### config.mk
export PLATFORM = sky130hd
export DESIGN_NAME = cio_top
export DESIGN_NICKNAME = d
export VERILOG_FILES = /design/src/design/cio_pkg.sv /design/src/design/cio_top.sv /design/src/design/cio_debounce.sv
export SDC_FILE = /design/constraint.sdc
export NUM_CORES = 2
export LEC_CHECK = 0
export BUFFER_PORTS_ARGS = -buffer_cell sky130_fd_sc_hd__clkbuf_2
export CAP_MARGIN = 15
export CORE_MARGIN = 1
export CORE_UTILIZATION = 50
export DETAILED_ROUTE_END_ITERATION = 6
export PLACE_DENSITY = 0.67
export SETUP_SLACK_MARGIN = 0.05
export SLEW_MARGIN = 40
export SYNTH_ARGS = -nofsm -noshare
export SYNTH_HDL_FRONTEND = slang
export SYNTH_SLANG_ARGS = --single-unit
### constraint.sdc
create_clock -name aclk -period 7.2 [get_ports aclk]
set_clock_uncertainty 0.2 [all_clocks]
set_input_delay 1.44 -clock aclk [delete_from_list [all_inputs] [get_ports aclk]]
set_output_delay 1.44 -clock aclk [all_outputs]
set_load 0.01 [all_outputs]
### src/design/cio_pkg.sv
package cio_pkg;
  // clock rate and contact debounce time
  localparam int CLK_HZ = 50_000_000;
  localparam int DEBOUNCE_US = 10_000;
  localparam int DEBOUNCE_CYC = (CLK_HZ / 1_000_000) * DEBOUNCE_US;
  localparam int DB_CNT_W = 20;

  // register bus geometry
  localparam int ADDR_W = 12;
  localparam int VAL_W = 16;
  localparam logic [11:0] OFS_CTRL = 12'h000;
  localparam logic [11:0] OFS_RETCFG = 12'h004;
  localparam logic [11:0] OFS_PRESET = 12'h008;
  localparam logic [11:0] OFS_STATUS = 12'h00c;
  localparam logic [11:0] OFS_EVENTS = 12'h010;
  localparam logic [11:0] OFS_PV = 12'h014;
  localparam logic [11:0] OFS_SP = 12'h018;
  localparam logic [11:0] OFS_PIDOUT = 12'h01c;
  localparam logic [11:0] OFS_PIDSEL = 12'h020;
  localparam logic [11:0] OFS_IRQ_STAT = 12'h024;
  localparam logic [11:0] OFS_IRQ_CLR = 12'h028;
  localparam logic [11:0] OFS_IRQ_EN = 12'h02c;
  localparam logic [3:0] OFS_PID_PAGE = 4'h1;

  // register field bit positions
  localparam int CTRL_KEY_RUN = 0;
  localparam int CTRL_KEY_STOP = 1;
  localparam int CTRL_MANUAL = 2;
  localparam int CTRL_KIND_RELAY = 3;
  localparam int RET_SECOND_LSB = 4;
  localparam int PRESET_MAN_LSB = 16;
  localparam int PIDSEL_LOOP2_LSB = 4;
  localparam int STAT_RUN = 8;
  localparam int STAT_CASCADE = 9;
  localparam int STAT_DI_LSB = 16;

  // retransmission type codes
  localparam logic [2:0] RET_OFF = 3'h0;
  localparam logic [2:0] RET_PV = 3'h1;
  localparam logic [2:0] RET_SP = 3'h2;
  localparam logic [2:0] RET_CTRL = 3'h3;
  localparam logic [2:0] RET_LOOP_POWER = 3'h4;

  // pattern offset contact adds this
  localparam logic [4:0] PATTERN_OFFSET = 5'h10;
  localparam int IRQ_W = 4;
  localparam logic [31:0] RST_WORD = 32'h0000_0000;

  localparam logic [1:0] RESP_OKAY = 2'h0;
  localparam logic [1:0] RESP_SLVERR = 2'h2;

  typedef enum logic [1:0] {
    CIO_ST_IDLE = 2'b01,
    CIO_ST_RUN = 2'b10
  } cio_state_t;
endpackage

### src/design/cio_top.sv
// The register offsets and the AXI4-Lite interface to the registers were decided locally.
`timescale 1ns/10ps
module cio_top #(
  parameter int DEBOUNCE_CYCLES = cio_pkg::DEBOUNCE_CYC
) (
  input wire logic aclk,
  input wire logic aresetn,
  input wire logic [11:0] s_axi_awaddr,
  input wire logic s_axi_awvalid,
  output logic s_axi_awready,
  input wire logic [31:0] s_axi_wdata,
  input wire logic [3:0] s_axi_wstrb,
  input wire logic s_axi_wvalid,
  output logic s_axi_wready,
  output logic [1:0] s_axi_bresp,
  output logic s_axi_bvalid,
  input wire logic s_axi_bready,
  input wire logic [11:0] s_axi_araddr,
  input wire logic s_axi_arvalid,
  output logic s_axi_arready,
  output logic [31:0] s_axi_rdata,
  output logic [1:0] s_axi_rresp,
  output logic s_axi_rvalid,
  input wire logic s_axi_rready,
  input wire logic pattern_sel_bit0,
  input wire logic pattern_sel_bit1,
  input wire logic pattern_sel_bit2,
  input wire logic pattern_sel_bit3,
  input wire logic run_contact,
  input wire logic stop_contact,
  input wire logic cascade_local_contact,
  input wire logic pattern_offset_contact,
  output logic pv_event_a_out,
  output logic pv_event_b_out,
  output logic instrument_alarm_out,
  output logic time_event_a_out,
  output logic time_event_b_out,
  output logic time_event_c_out,
  output logic time_event_d_out,
  output logic [4:0] pattern_number,
  output logic program_running,
  output logic cascade_mode,
  output logic [15:0] control_output_value,
  output logic [15:0] retrans_first_value,
  output logic retrans_first_en,
  output logic loop_power_first_en,
  output logic [15:0] retrans_second_value,
  output logic retrans_second_en,
  output logic loop_power_second_en,
  output logic [15:0] pid1_p,
  output logic [15:0] pid1_i,
  output logic [15:0] pid1_d,
  output logic [15:0] pid2_p,
  output logic [15:0] pid2_i,
  output logic [15:0] pid2_d,
  output logic irq
);
  logic [7:0] raw_di;
  logic [7:0] db;
  logic [7:0] db_prev_r;
  logic run_rise, stop_rise, start_req, stop_req;
  cio_pkg::cio_state_t st_r, st_nxt;
  logic [4:0] pattern_nxt;
  logic aw_have_r, w_have_r;
  logic [11:0] aw_addr_r;
  logic [31:0] w_data_r;
  logic [3:0] w_strb_r;
  logic do_write, wr_err;
  logic [31:0] rd_word;
  logic rd_err;
  logic key_run_r, key_stop_r, manual_r, kind_relay_r;
  logic [2:0] retrans_first_type_type_r, retrans_second_type_type_r;
  logic [15:0] preset_r, manual_val_r, pv_r, sp_r, pid_out_r;
  logic [6:0] events_r;
  logic [2:0] grp1_r, grp2_r;
  logic [15:0] pid_mem [64];
  logic [cio_pkg::IRQ_W-1:0] irq_stat_r, irq_en_r, irq_set, irq_clr;

  // byte-lane merge for partial writes
  function automatic logic [31:0] merge(input logic [31:0] old, input logic [31:0] nw,
                                         input logic [3:0] strb);
    logic [31:0] res;
    res = old;
    for (int b = 0; b < 4; b++) begin
      if (strb[b]) res[8*b +: 8] = nw[8*b +: 8];
    end
    return res;
  endfunction

  assign raw_di = {pattern_offset_contact, cascade_local_contact, stop_contact, run_contact,
                   pattern_sel_bit3, pattern_sel_bit2, pattern_sel_bit1, pattern_sel_bit0};
  cio_debounce #(.W(8), .CNT_W(cio_pkg::DB_CNT_W), .CYC(DEBOUNCE_CYCLES)) u_db (
    .aclk(aclk),
    .aresetn(aresetn),
    .raw_in(raw_di),
    .clean_out(db)
  );

  // edge detect on clean levels only
  always_ff @(posedge aclk) begin
    if (!aresetn) db_prev_r <= 8'h00;
    else db_prev_r <= db;
  end
  assign run_rise = db[4] & ~db_prev_r[4];
  assign stop_rise = db[5] & ~db_prev_r[5];
  assign start_req = run_rise | key_run_r;
  assign stop_req = stop_rise | key_stop_r;

  // run/idle sequencing; a stop in the same cycle as a start wins
  always_comb begin
    case (st_r)
      cio_pkg::CIO_ST_IDLE: st_nxt = (start_req && !stop_req) ? cio_pkg::CIO_ST_RUN : st_r;
      cio_pkg::CIO_ST_RUN: st_nxt = stop_req ? cio_pkg::CIO_ST_IDLE : st_r;
      default: st_nxt = cio_pkg::CIO_ST_IDLE;
    endcase
  end
  always_ff @(posedge aclk) begin
    if (!aresetn) st_r <= cio_pkg::CIO_ST_IDLE;
    else st_r <= st_nxt;
  end

  assign pattern_nxt = {1'b0, db[3:0]} + (db[7] ? cio_pkg::PATTERN_OFFSET : 5'h00);
  always_ff @(posedge aclk) begin
    if (!aresetn) pattern_number <= 5'h00;
    else if (st_r == cio_pkg::CIO_ST_IDLE) pattern_number <= pattern_nxt;
  end

  always_ff @(posedge aclk) begin
    if (!aresetn) begin
      cascade_mode <= 1'b0;
      program_running <= 1'b0;
    end else begin
      cascade_mode <= db[6];
      program_running <= (st_r == cio_pkg::CIO_ST_RUN);
    end
  end

  always_ff @(posedge aclk) begin
    if (!aresetn) begin
      {time_event_d_out, time_event_c_out, time_event_b_out, time_event_a_out} <= 4'h0;
      {instrument_alarm_out, pv_event_b_out, pv_event_a_out} <= 3'h0;
    end else begin
      {time_event_d_out, time_event_c_out, time_event_b_out, time_event_a_out} <= events_r[6:3];
      {instrument_alarm_out, pv_event_b_out, pv_event_a_out} <= events_r[2:0];
    end
  end

  always_ff @(posedge aclk) begin
    if (!aresetn) control_output_value <= 16'h0000;
    else if (st_r == cio_pkg::CIO_ST_IDLE) control_output_value <= preset_r;
    else if (manual_r) control_output_value <= manual_val_r;
    else control_output_value <= pid_out_r;
  end

  // both sources, power exclusive; second source retransmission relay only, its loop power not
  always_ff @(posedge aclk) begin
    if (!aresetn) begin
      retrans_first_value <= 16'h0000;
      retrans_first_en <= 1'b0;
      loop_power_first_en <= 1'b0;
      retrans_second_value <= 16'h0000;
      retrans_second_en <= 1'b0;
      loop_power_second_en <= 1'b0;
    end else begin
      case (retrans_first_type_type_r)
        cio_pkg::RET_PV: retrans_first_value <= pv_r;
        cio_pkg::RET_SP: retrans_first_value <= sp_r;
        cio_pkg::RET_CTRL: retrans_first_value <= control_output_value;
        default: retrans_first_value <= 16'h0000;
      endcase
      retrans_first_en <= (retrans_first_type_type_r != cio_pkg::RET_OFF) &&
                          (retrans_first_type_type_r < cio_pkg::RET_LOOP_POWER);
      loop_power_first_en <= (retrans_first_type_type_r == cio_pkg::RET_LOOP_POWER);
      case (retrans_second_type_type_r)
        cio_pkg::RET_PV: retrans_second_value <= pv_r;
        cio_pkg::RET_SP: retrans_second_value <= sp_r;
        cio_pkg::RET_CTRL: retrans_second_value <= control_output_value;
        default: retrans_second_value <= 16'h0000;
      endcase
      retrans_second_en <= kind_relay_r && (retrans_second_type_type_r != cio_pkg::RET_OFF) &&
                           (retrans_second_type_type_r < cio_pkg::RET_LOOP_POWER);
      loop_power_second_en <= (retrans_second_type_type_r == cio_pkg::RET_LOOP_POWER);
    end
  end

  always_ff @(posedge aclk) begin
    if (!aresetn) begin
      {pid1_p, pid1_i, pid1_d} <= 48'h0000_0000_0000;
      {pid2_p, pid2_i, pid2_d} <= 48'h0000_0000_0000;
    end else begin
      pid1_p <= pid_mem[{1'b0, grp1_r, 2'd0}];
      pid1_i <= pid_mem[{1'b0, grp1_r, 2'd1}];
      pid1_d <= pid_mem[{1'b0, grp1_r, 2'd2}];
      pid2_p <= pid_mem[{1'b1, grp2_r, 2'd0}];
      pid2_i <= pid_mem[{1'b1, grp2_r, 2'd1}];
      pid2_d <= pid_mem[{1'b1, grp2_r, 2'd2}];
    end
  end

  // pid table cleared by reset, so an unloaded group reads zero, not unknown
  always_ff @(posedge aclk) begin
    if (!aresetn) begin
      for (int k = 0; k < 64; k++) begin
        pid_mem[k] <= 16'h0000;
      end
    end else if (do_write && aw_addr_r[11:8] == cio_pkg::OFS_PID_PAGE) begin
      pid_mem[aw_addr_r[7:2]] <= 16'(merge({16'h0000, pid_mem[aw_addr_r[7:2]]}, w_data_r,
                                           w_strb_r));
    end
  end

  // interrupt events: start, stop, cascade change, pattern change
  assign irq_set = {pattern_nxt != pattern_number && st_r == cio_pkg::CIO_ST_IDLE,
                    db[6] != cascade_mode,
                    st_r == cio_pkg::CIO_ST_RUN && st_nxt == cio_pkg::CIO_ST_IDLE,
                    st_r == cio_pkg::CIO_ST_IDLE && st_nxt == cio_pkg::CIO_ST_RUN};
  assign irq_clr = (do_write && aw_addr_r == cio_pkg::OFS_IRQ_CLR && w_strb_r[0]) ?
                   w_data_r[cio_pkg::IRQ_W-1:0] : '0;
  // set wins over a simultaneous clear
  always_ff @(posedge aclk) begin
    if (!aresetn) begin
      irq_stat_r <= '0;
      irq <= 1'b0;
    end else begin
      irq_stat_r <= (irq_stat_r & ~irq_clr) | irq_set;
      irq <= |(irq_stat_r & irq_en_r);
    end
  end

  // write channel: address and data taken in either order
  assign do_write = aw_have_r && w_have_r && !s_axi_bvalid;
  assign wr_err = !((aw_addr_r[11:8] == cio_pkg::OFS_PID_PAGE) || aw_addr_r <= cio_pkg::OFS_IRQ_EN);
  assign s_axi_awready = !aw_have_r;
  assign s_axi_wready = !w_have_r;
  always_ff @(posedge aclk) begin
    if (!aresetn) begin
      aw_have_r <= 1'b0;
      w_have_r <= 1'b0;
      aw_addr_r <= 12'h000;
      w_data_r <= cio_pkg::RST_WORD;
      w_strb_r <= 4'h0;
      s_axi_bvalid <= 1'b0;
      s_axi_bresp <= cio_pkg::RESP_OKAY;
    end else begin
      if (s_axi_awvalid && !aw_have_r) begin
        aw_have_r <= 1'b1;
        aw_addr_r <= {s_axi_awaddr[11:2], 2'b00};
      end
      if (s_axi_wvalid && !w_have_r) begin
        w_have_r <= 1'b1;
        w_data_r <= s_axi_wdata;
        w_strb_r <= s_axi_wstrb;
      end
      if (do_write) begin
        aw_have_r <= 1'b0;
        w_have_r <= 1'b0;
        s_axi_bvalid <= 1'b1;
        s_axi_bresp <= wr_err ? cio_pkg::RESP_SLVERR : cio_pkg::RESP_OKAY;
      end else if (s_axi_bready) begin
        s_axi_bvalid <= 1'b0;
      end
    end
  end

  // software registers; key bits are one-cycle pulses
  always_ff @(posedge aclk) begin
    if (!aresetn) begin
      {key_run_r, key_stop_r, manual_r, kind_relay_r} <= 4'h0;
      {retrans_first_type_type_r, retrans_second_type_type_r, grp1_r, grp2_r} <= 12'h000;
      {preset_r, manual_val_r, pv_r, sp_r, pid_out_r} <= 80'h0;
      events_r <= 7'h00;
      irq_en_r <= '0;
    end else begin
      key_run_r <= do_write && aw_addr_r == cio_pkg::OFS_CTRL && w_strb_r[0] &&
                   w_data_r[cio_pkg::CTRL_KEY_RUN];
      key_stop_r <= do_write && aw_addr_r == cio_pkg::OFS_CTRL && w_strb_r[0] &&
                    w_data_r[cio_pkg::CTRL_KEY_STOP];
      if (do_write && w_strb_r[0]) begin
        case (aw_addr_r)
          cio_pkg::OFS_CTRL: begin
            manual_r <= w_data_r[cio_pkg::CTRL_MANUAL];
            kind_relay_r <= w_data_r[cio_pkg::CTRL_KIND_RELAY];
          end
          cio_pkg::OFS_RETCFG: begin
            retrans_first_type_type_r <= w_data_r[2:0];
            retrans_second_type_type_r <= w_data_r[cio_pkg::RET_SECOND_LSB +: 3];
          end
          cio_pkg::OFS_EVENTS: events_r <= w_data_r[6:0];
          cio_pkg::OFS_PIDSEL: begin
            grp1_r <= w_data_r[2:0];
            grp2_r <= w_data_r[cio_pkg::PIDSEL_LOOP2_LSB +: 3];
          end
          cio_pkg::OFS_IRQ_EN: irq_en_r <= w_data_r[cio_pkg::IRQ_W-1:0];
          default: ;
        endcase
      end
      if (do_write) begin
        case (aw_addr_r)
          cio_pkg::OFS_PRESET: {manual_val_r, preset_r} <=
            merge({manual_val_r, preset_r}, w_data_r, w_strb_r);
          cio_pkg::OFS_PV: pv_r <= 16'(merge({16'h0000, pv_r}, w_data_r, w_strb_r));
          cio_pkg::OFS_SP: sp_r <= 16'(merge({16'h0000, sp_r}, w_data_r, w_strb_r));
          cio_pkg::OFS_PIDOUT: pid_out_r <= 16'(merge({16'h0000, pid_out_r}, w_data_r,
                                                      w_strb_r));
          default: ;
        endcase
      end
    end
  end

  // read decode; clear register reads zero
  always_comb begin
    rd_word = cio_pkg::RST_WORD;
    rd_err = 1'b0;
    if (s_axi_araddr[11:8] == cio_pkg::OFS_PID_PAGE) begin
      rd_word = {16'h0000, pid_mem[s_axi_araddr[7:2]]};
    end else begin
      case ({s_axi_araddr[11:2], 2'b00})
        cio_pkg::OFS_CTRL: rd_word = {28'h000_0000, kind_relay_r, manual_r, 2'b00};
        cio_pkg::OFS_RETCFG: rd_word = {25'h000_0000, retrans_second_type_type_r, 1'b0, retrans_first_type_type_r};
        cio_pkg::OFS_PRESET: rd_word = {manual_val_r, preset_r};
        cio_pkg::OFS_STATUS: rd_word = {8'h00, db, 6'h00, cascade_mode, program_running,
                                        3'h0, pattern_number};
        cio_pkg::OFS_EVENTS: rd_word = {25'h000_0000, events_r};
        cio_pkg::OFS_PV: rd_word = {16'h0000, pv_r};
        cio_pkg::OFS_SP: rd_word = {16'h0000, sp_r};
        cio_pkg::OFS_PIDOUT: rd_word = {16'h0000, pid_out_r};
        cio_pkg::OFS_PIDSEL: rd_word = {25'h000_0000, grp2_r, 1'b0, grp1_r};
        cio_pkg::OFS_IRQ_STAT: rd_word = {28'h000_0000, irq_stat_r};
        cio_pkg::OFS_IRQ_CLR: rd_word = cio_pkg::RST_WORD;
        cio_pkg::OFS_IRQ_EN: rd_word = {28'h000_0000, irq_en_r};
        default: rd_err = 1'b1;
      endcase
    end
  end

  // read channel: one outstanding read, answer one cycle after address
  assign s_axi_arready = !s_axi_rvalid;
  always_ff @(posedge aclk) begin
    if (!aresetn) begin
      s_axi_rvalid <= 1'b0;
      s_axi_rdata <= cio_pkg::RST_WORD;
      s_axi_rresp <= cio_pkg::RESP_OKAY;
    end else if (s_axi_arvalid && !s_axi_rvalid) begin
      s_axi_rvalid <= 1'b1;
      s_axi_rdata <= rd_word;
      s_axi_rresp <= rd_err ? cio_pkg::RESP_SLVERR : cio_pkg::RESP_OKAY;
    end else if (s_axi_rready) begin
      s_axi_rvalid <= 1'b0;
    end
  end
endmodule

### src/design/cio_debounce.sv
`timescale 1ns/10ps
module cio_debounce #(
  parameter int W = 8,
  parameter int CNT_W = 20,
  parameter int CYC = 500_000
) (
  input wire logic aclk,
  input wire logic aresetn,
  input wire logic [W-1:0] raw_in,
  output logic [W-1:0] clean_out
);
  // each contact: two-stage sync, then must hold CYC cycles to be taken
  for (genvar g = 0; g < W; g++) begin : g_bit
    logic meta_r;
    logic sync_r;
    logic [CNT_W-1:0] cnt_r;
    logic clean_r;
    always_ff @(posedge aclk) begin
      if (!aresetn) begin
        meta_r <= 1'b0;
        sync_r <= 1'b0;
      end else begin
        meta_r <= raw_in[g];
        sync_r <= meta_r;
      end
    end
    // any bounce restarts the count, so one press gives one level change
    always_ff @(posedge aclk) begin
      if (!aresetn) begin
        cnt_r <= '0;
        clean_r <= 1'b0;
      end else if (sync_r == clean_r) begin
        cnt_r <= '0;
      end else if (cnt_r == CNT_W'(CYC - 1)) begin
        cnt_r <= '0;
        clean_r <= sync_r;
      end else begin
        cnt_r <= cnt_r + 1'b1;
      end
    end
    // one driver per bit keeps the vector free of shared writers
    assign clean_out[g] = clean_r;
  end
endmodule

==> flow_summary.toml <==
[setup_path]
max_stage_delay_ns = 0.67
slowest_stage = "buf_4"
startpoint_type = "input port"
crit_type = "input port to register"
cp_cell_sequence = "buf_4 -> buf_4 -> mux4_2 -> o2111ai_1 -> nor4bb_1 -> a2bb2oi_1 -> a31oi_1"
critPathBufInv = 2
cp_max_fo = 36
critPathArrivalTime_ns = 4.57
cp_common_cell = "buf_4"
required_ns = 7.68
critPathTopFamily = "buffers and inverters"
cp-end-kind = "register"

[layout]
synthToLayoutAreaGrowth_pct = 11.8
fin_cells = 8166
layout-drive-gt1-share_pct = 20.5
nets = 6179
finalInstanceArea_sq_mm = 0.0835

[floorplan]
placeableCoreArea_sq_mm = 0.148
ios = 279
start_util_pct = 50.5
die_area_sq_mm = 0.151
rows = 141
die_w_um = 388
dieHeight_um = 388

[job]
drv_cap = 0

[power]
power_density_mw_per_mm2 = 238
p_leak_nw = 29.0
p_sw_share_pct = 23.9
ir_worst_vdd_mv = 0.265
p_clk_share_pct = 43.0
switchingPower_mw = 4.74
p_seq_share_pct = 50.4
pwr-share-comb_pct = 6.6
p_int_mw = 15.1

[grt]
grt_pass1_vias = 49298
top_usage_layer = "met2"
gr-usage-all-layers_pct = 30.5
grt_pass1_wl_um = 337000
met2_usage_pct = 46.5
grt-ovfl-total = 0
antenna_found_initial = 9
globalRouteMet3Util_pct = 7.16
grt.met1_usage_pct = 42.0
grt_max_degree = 200

[yosys]
synth_seq_cells = 1570
synthesis.instances = 5948
yosys.area.top_type = "edfxtp_1"
dominantRegCellSynth = "edfxtp_1"
yosys_warnings = 0
yosys-top-cells-area = "edfxtp_1 41%, dfxtp_1 15%, mux4_2 12%"
synth_edf_count = 1024
avgSynthCellArea_sq_um = 12.6
ys_seq_area_share_pct = 55.8
syn-cell-area_sq_mm = 0.0747
synth_cell_types = 82
synth_most_common_cell = "edfxtp_1"
synthArstFlopShare_pct = 0
netlist_top_cells_count = "1024 x edfxtp_1, 883 x and2_1, 546 x dfxtp_1"
yosys.area.top_type_share_pct = 41.2

[placed_design]
hpwl_um = 161000
portBuffers = 272
dp_worst_setup_slack_ns = 2.23
place_congestion = 0.944
dp.cells = 7849
postPlaceCellArea_sq_mm = 0.0780

[cts]
insertion_delay_ns = 0.81
cts-htree-levels = 4
cts_setup_buffers = 0
postCtsResizedCells = 0
cts_tree = "yes"
numCtsBuffers = 168
clockBufferDepth = 3
cts.sinks = 1570
cts_root_buf = "clkbuf_16"
clkTransAtPathRegs_ns = 0.06
postCtsHoldBufs = 0

[detailed_routing]
vias = 51330
wire_per_inst_um = 28.6
drc = 0
first_pass_iters = 7
via_per_inst = 6.29
ant_nets = 0
totalWireLength_um = 233000
drtIter0Drc = 6605

[timing]
slew-limit-headroom_pct = 37.1
worst_slew_pin_slew_ns = 0.939
grt_setup_unrepaired = "no"
period_minus_slack_ns = 4.09
setup_slack_ns = 3.11
final_max_slew_viol_count = 0
finalCritPeriodShare_pct = 56.8
holdWs_ns = 0.241
finalHoldViolations = 0
final-setup-viol-count = 0
max_freq_mhz = 245
fin_tns_setup_ns = 0

[min_path]
worstHoldPathType = "register to register"

[outcome]
outcome = "finished, final reports clean"
[cell families after synthesis]
kind of cell | Yosys count | share of synthesized area, %
AND/OR/NAND/NOR | 2324 | 16.6
flip-flops | 1570 | 55.8
multiplexers | 733 | 16.8
AO/OA/AOI/OAI | 617 | 5.51
buffers and inverters | 542 | 3.32
XOR/XNOR | 151 | 1.77
adder cells (fa/ha/maj) | 10 | 0.168
other | 1 | 0.00502
[cell usage in the layout, fill, tap and decap left out, types with 172 or more instances in the layout]
| cell type | synthesis | routed |
|---|---|---|
| and2_1 | 883 | 882 |
| buf_4 | 37 | 192 |
| clkbuf_16 | 0 | 172 |
| clkbuf_2 | 0 | 267 |
| dfxtp_1 | 546 | 526 |
| edfxtp_1 | 1024 | 1024 |
| mux2i_1 | 276 | 276 |
| mux4_2 | 400 | 400 |
| nand2_1 | 392 | 384 |
| nor2_1 | 376 | 373 |
| nor3_1 | 224 | 223 |
[state kept, by name, summed over array words and instances (netlist names), 32 cells and up]
register and count:
pid_mem 1024, s_axi_rdata 32, u_db.g_bit.cnt_r 160, w_data_r 32
[metal layers]
layer	wire length (um)	share of wire (%)
met1	90800	39
met2	105000	45
met3	27200	12
met4	10500	4.5
met5	33	0.014
[per-stage QoR]
stage | total power [mW] | utilization [%]
after global routing | 20.4 | 56.4
after global placement | 11.4 | 52.6
final | 19.9 | 56.4
after CTS | 19.9 | 56.3
after detailed placement | 11.5 | 52.7
after floorplan | 10.9 | -
[final timing paths]
check,startpoint,endpoint,slack [ns],depth (start not counted)
setup / recovery,s_axi_araddr[4],s_axi_rdata[9]$_SDFFE_PN0P_,3.11,7
hold / removal,u_db.g_bit[4].meta_r$_SDFF_PN0_,u_db.g_bit[4].sync_r$_SDFF_PN0_,0.24,1
setup reg to reg,w_have_r$_SDFFE_PP0P_,pid_mem[55][3]$_SDFFCE_PN0P_,3.16,7
hold reg to reg,u_db.g_bit[4].meta_r$_SDFF_PN0_,u_db.g_bit[4].sync_r$_SDFF_PN0_,0.24,1
[power groups by stage]
stage	clock, mW	sequential [mW]	combinational, mW
global route	8.98	10.0	1.36
finish	8.54	10.0	1.31
floorplan	0	10.1	0.785
global placement	0	10.2	1.25
detailed placement	0	10.2	1.28
CTS	8.62	10.0	1.28
[final cells by class]
| cell class | count | area, sq um |
|---|---|---|
| well taps | 1930 | 2410 |
| inverters | 33 | 124 |
| flip-flops and latches | 1570 | 41700 |
| repair buffers | 484 | 3190 |
| multi-input cells | 3837 | 30700 |
| diodes | 2 | 5.00 |
| fillers | 12004 | 64500 |
| clock buffers | 218 | 4650 |
| clock inverters | 92 | 738 |
Power figures use the tool's default switching activity.
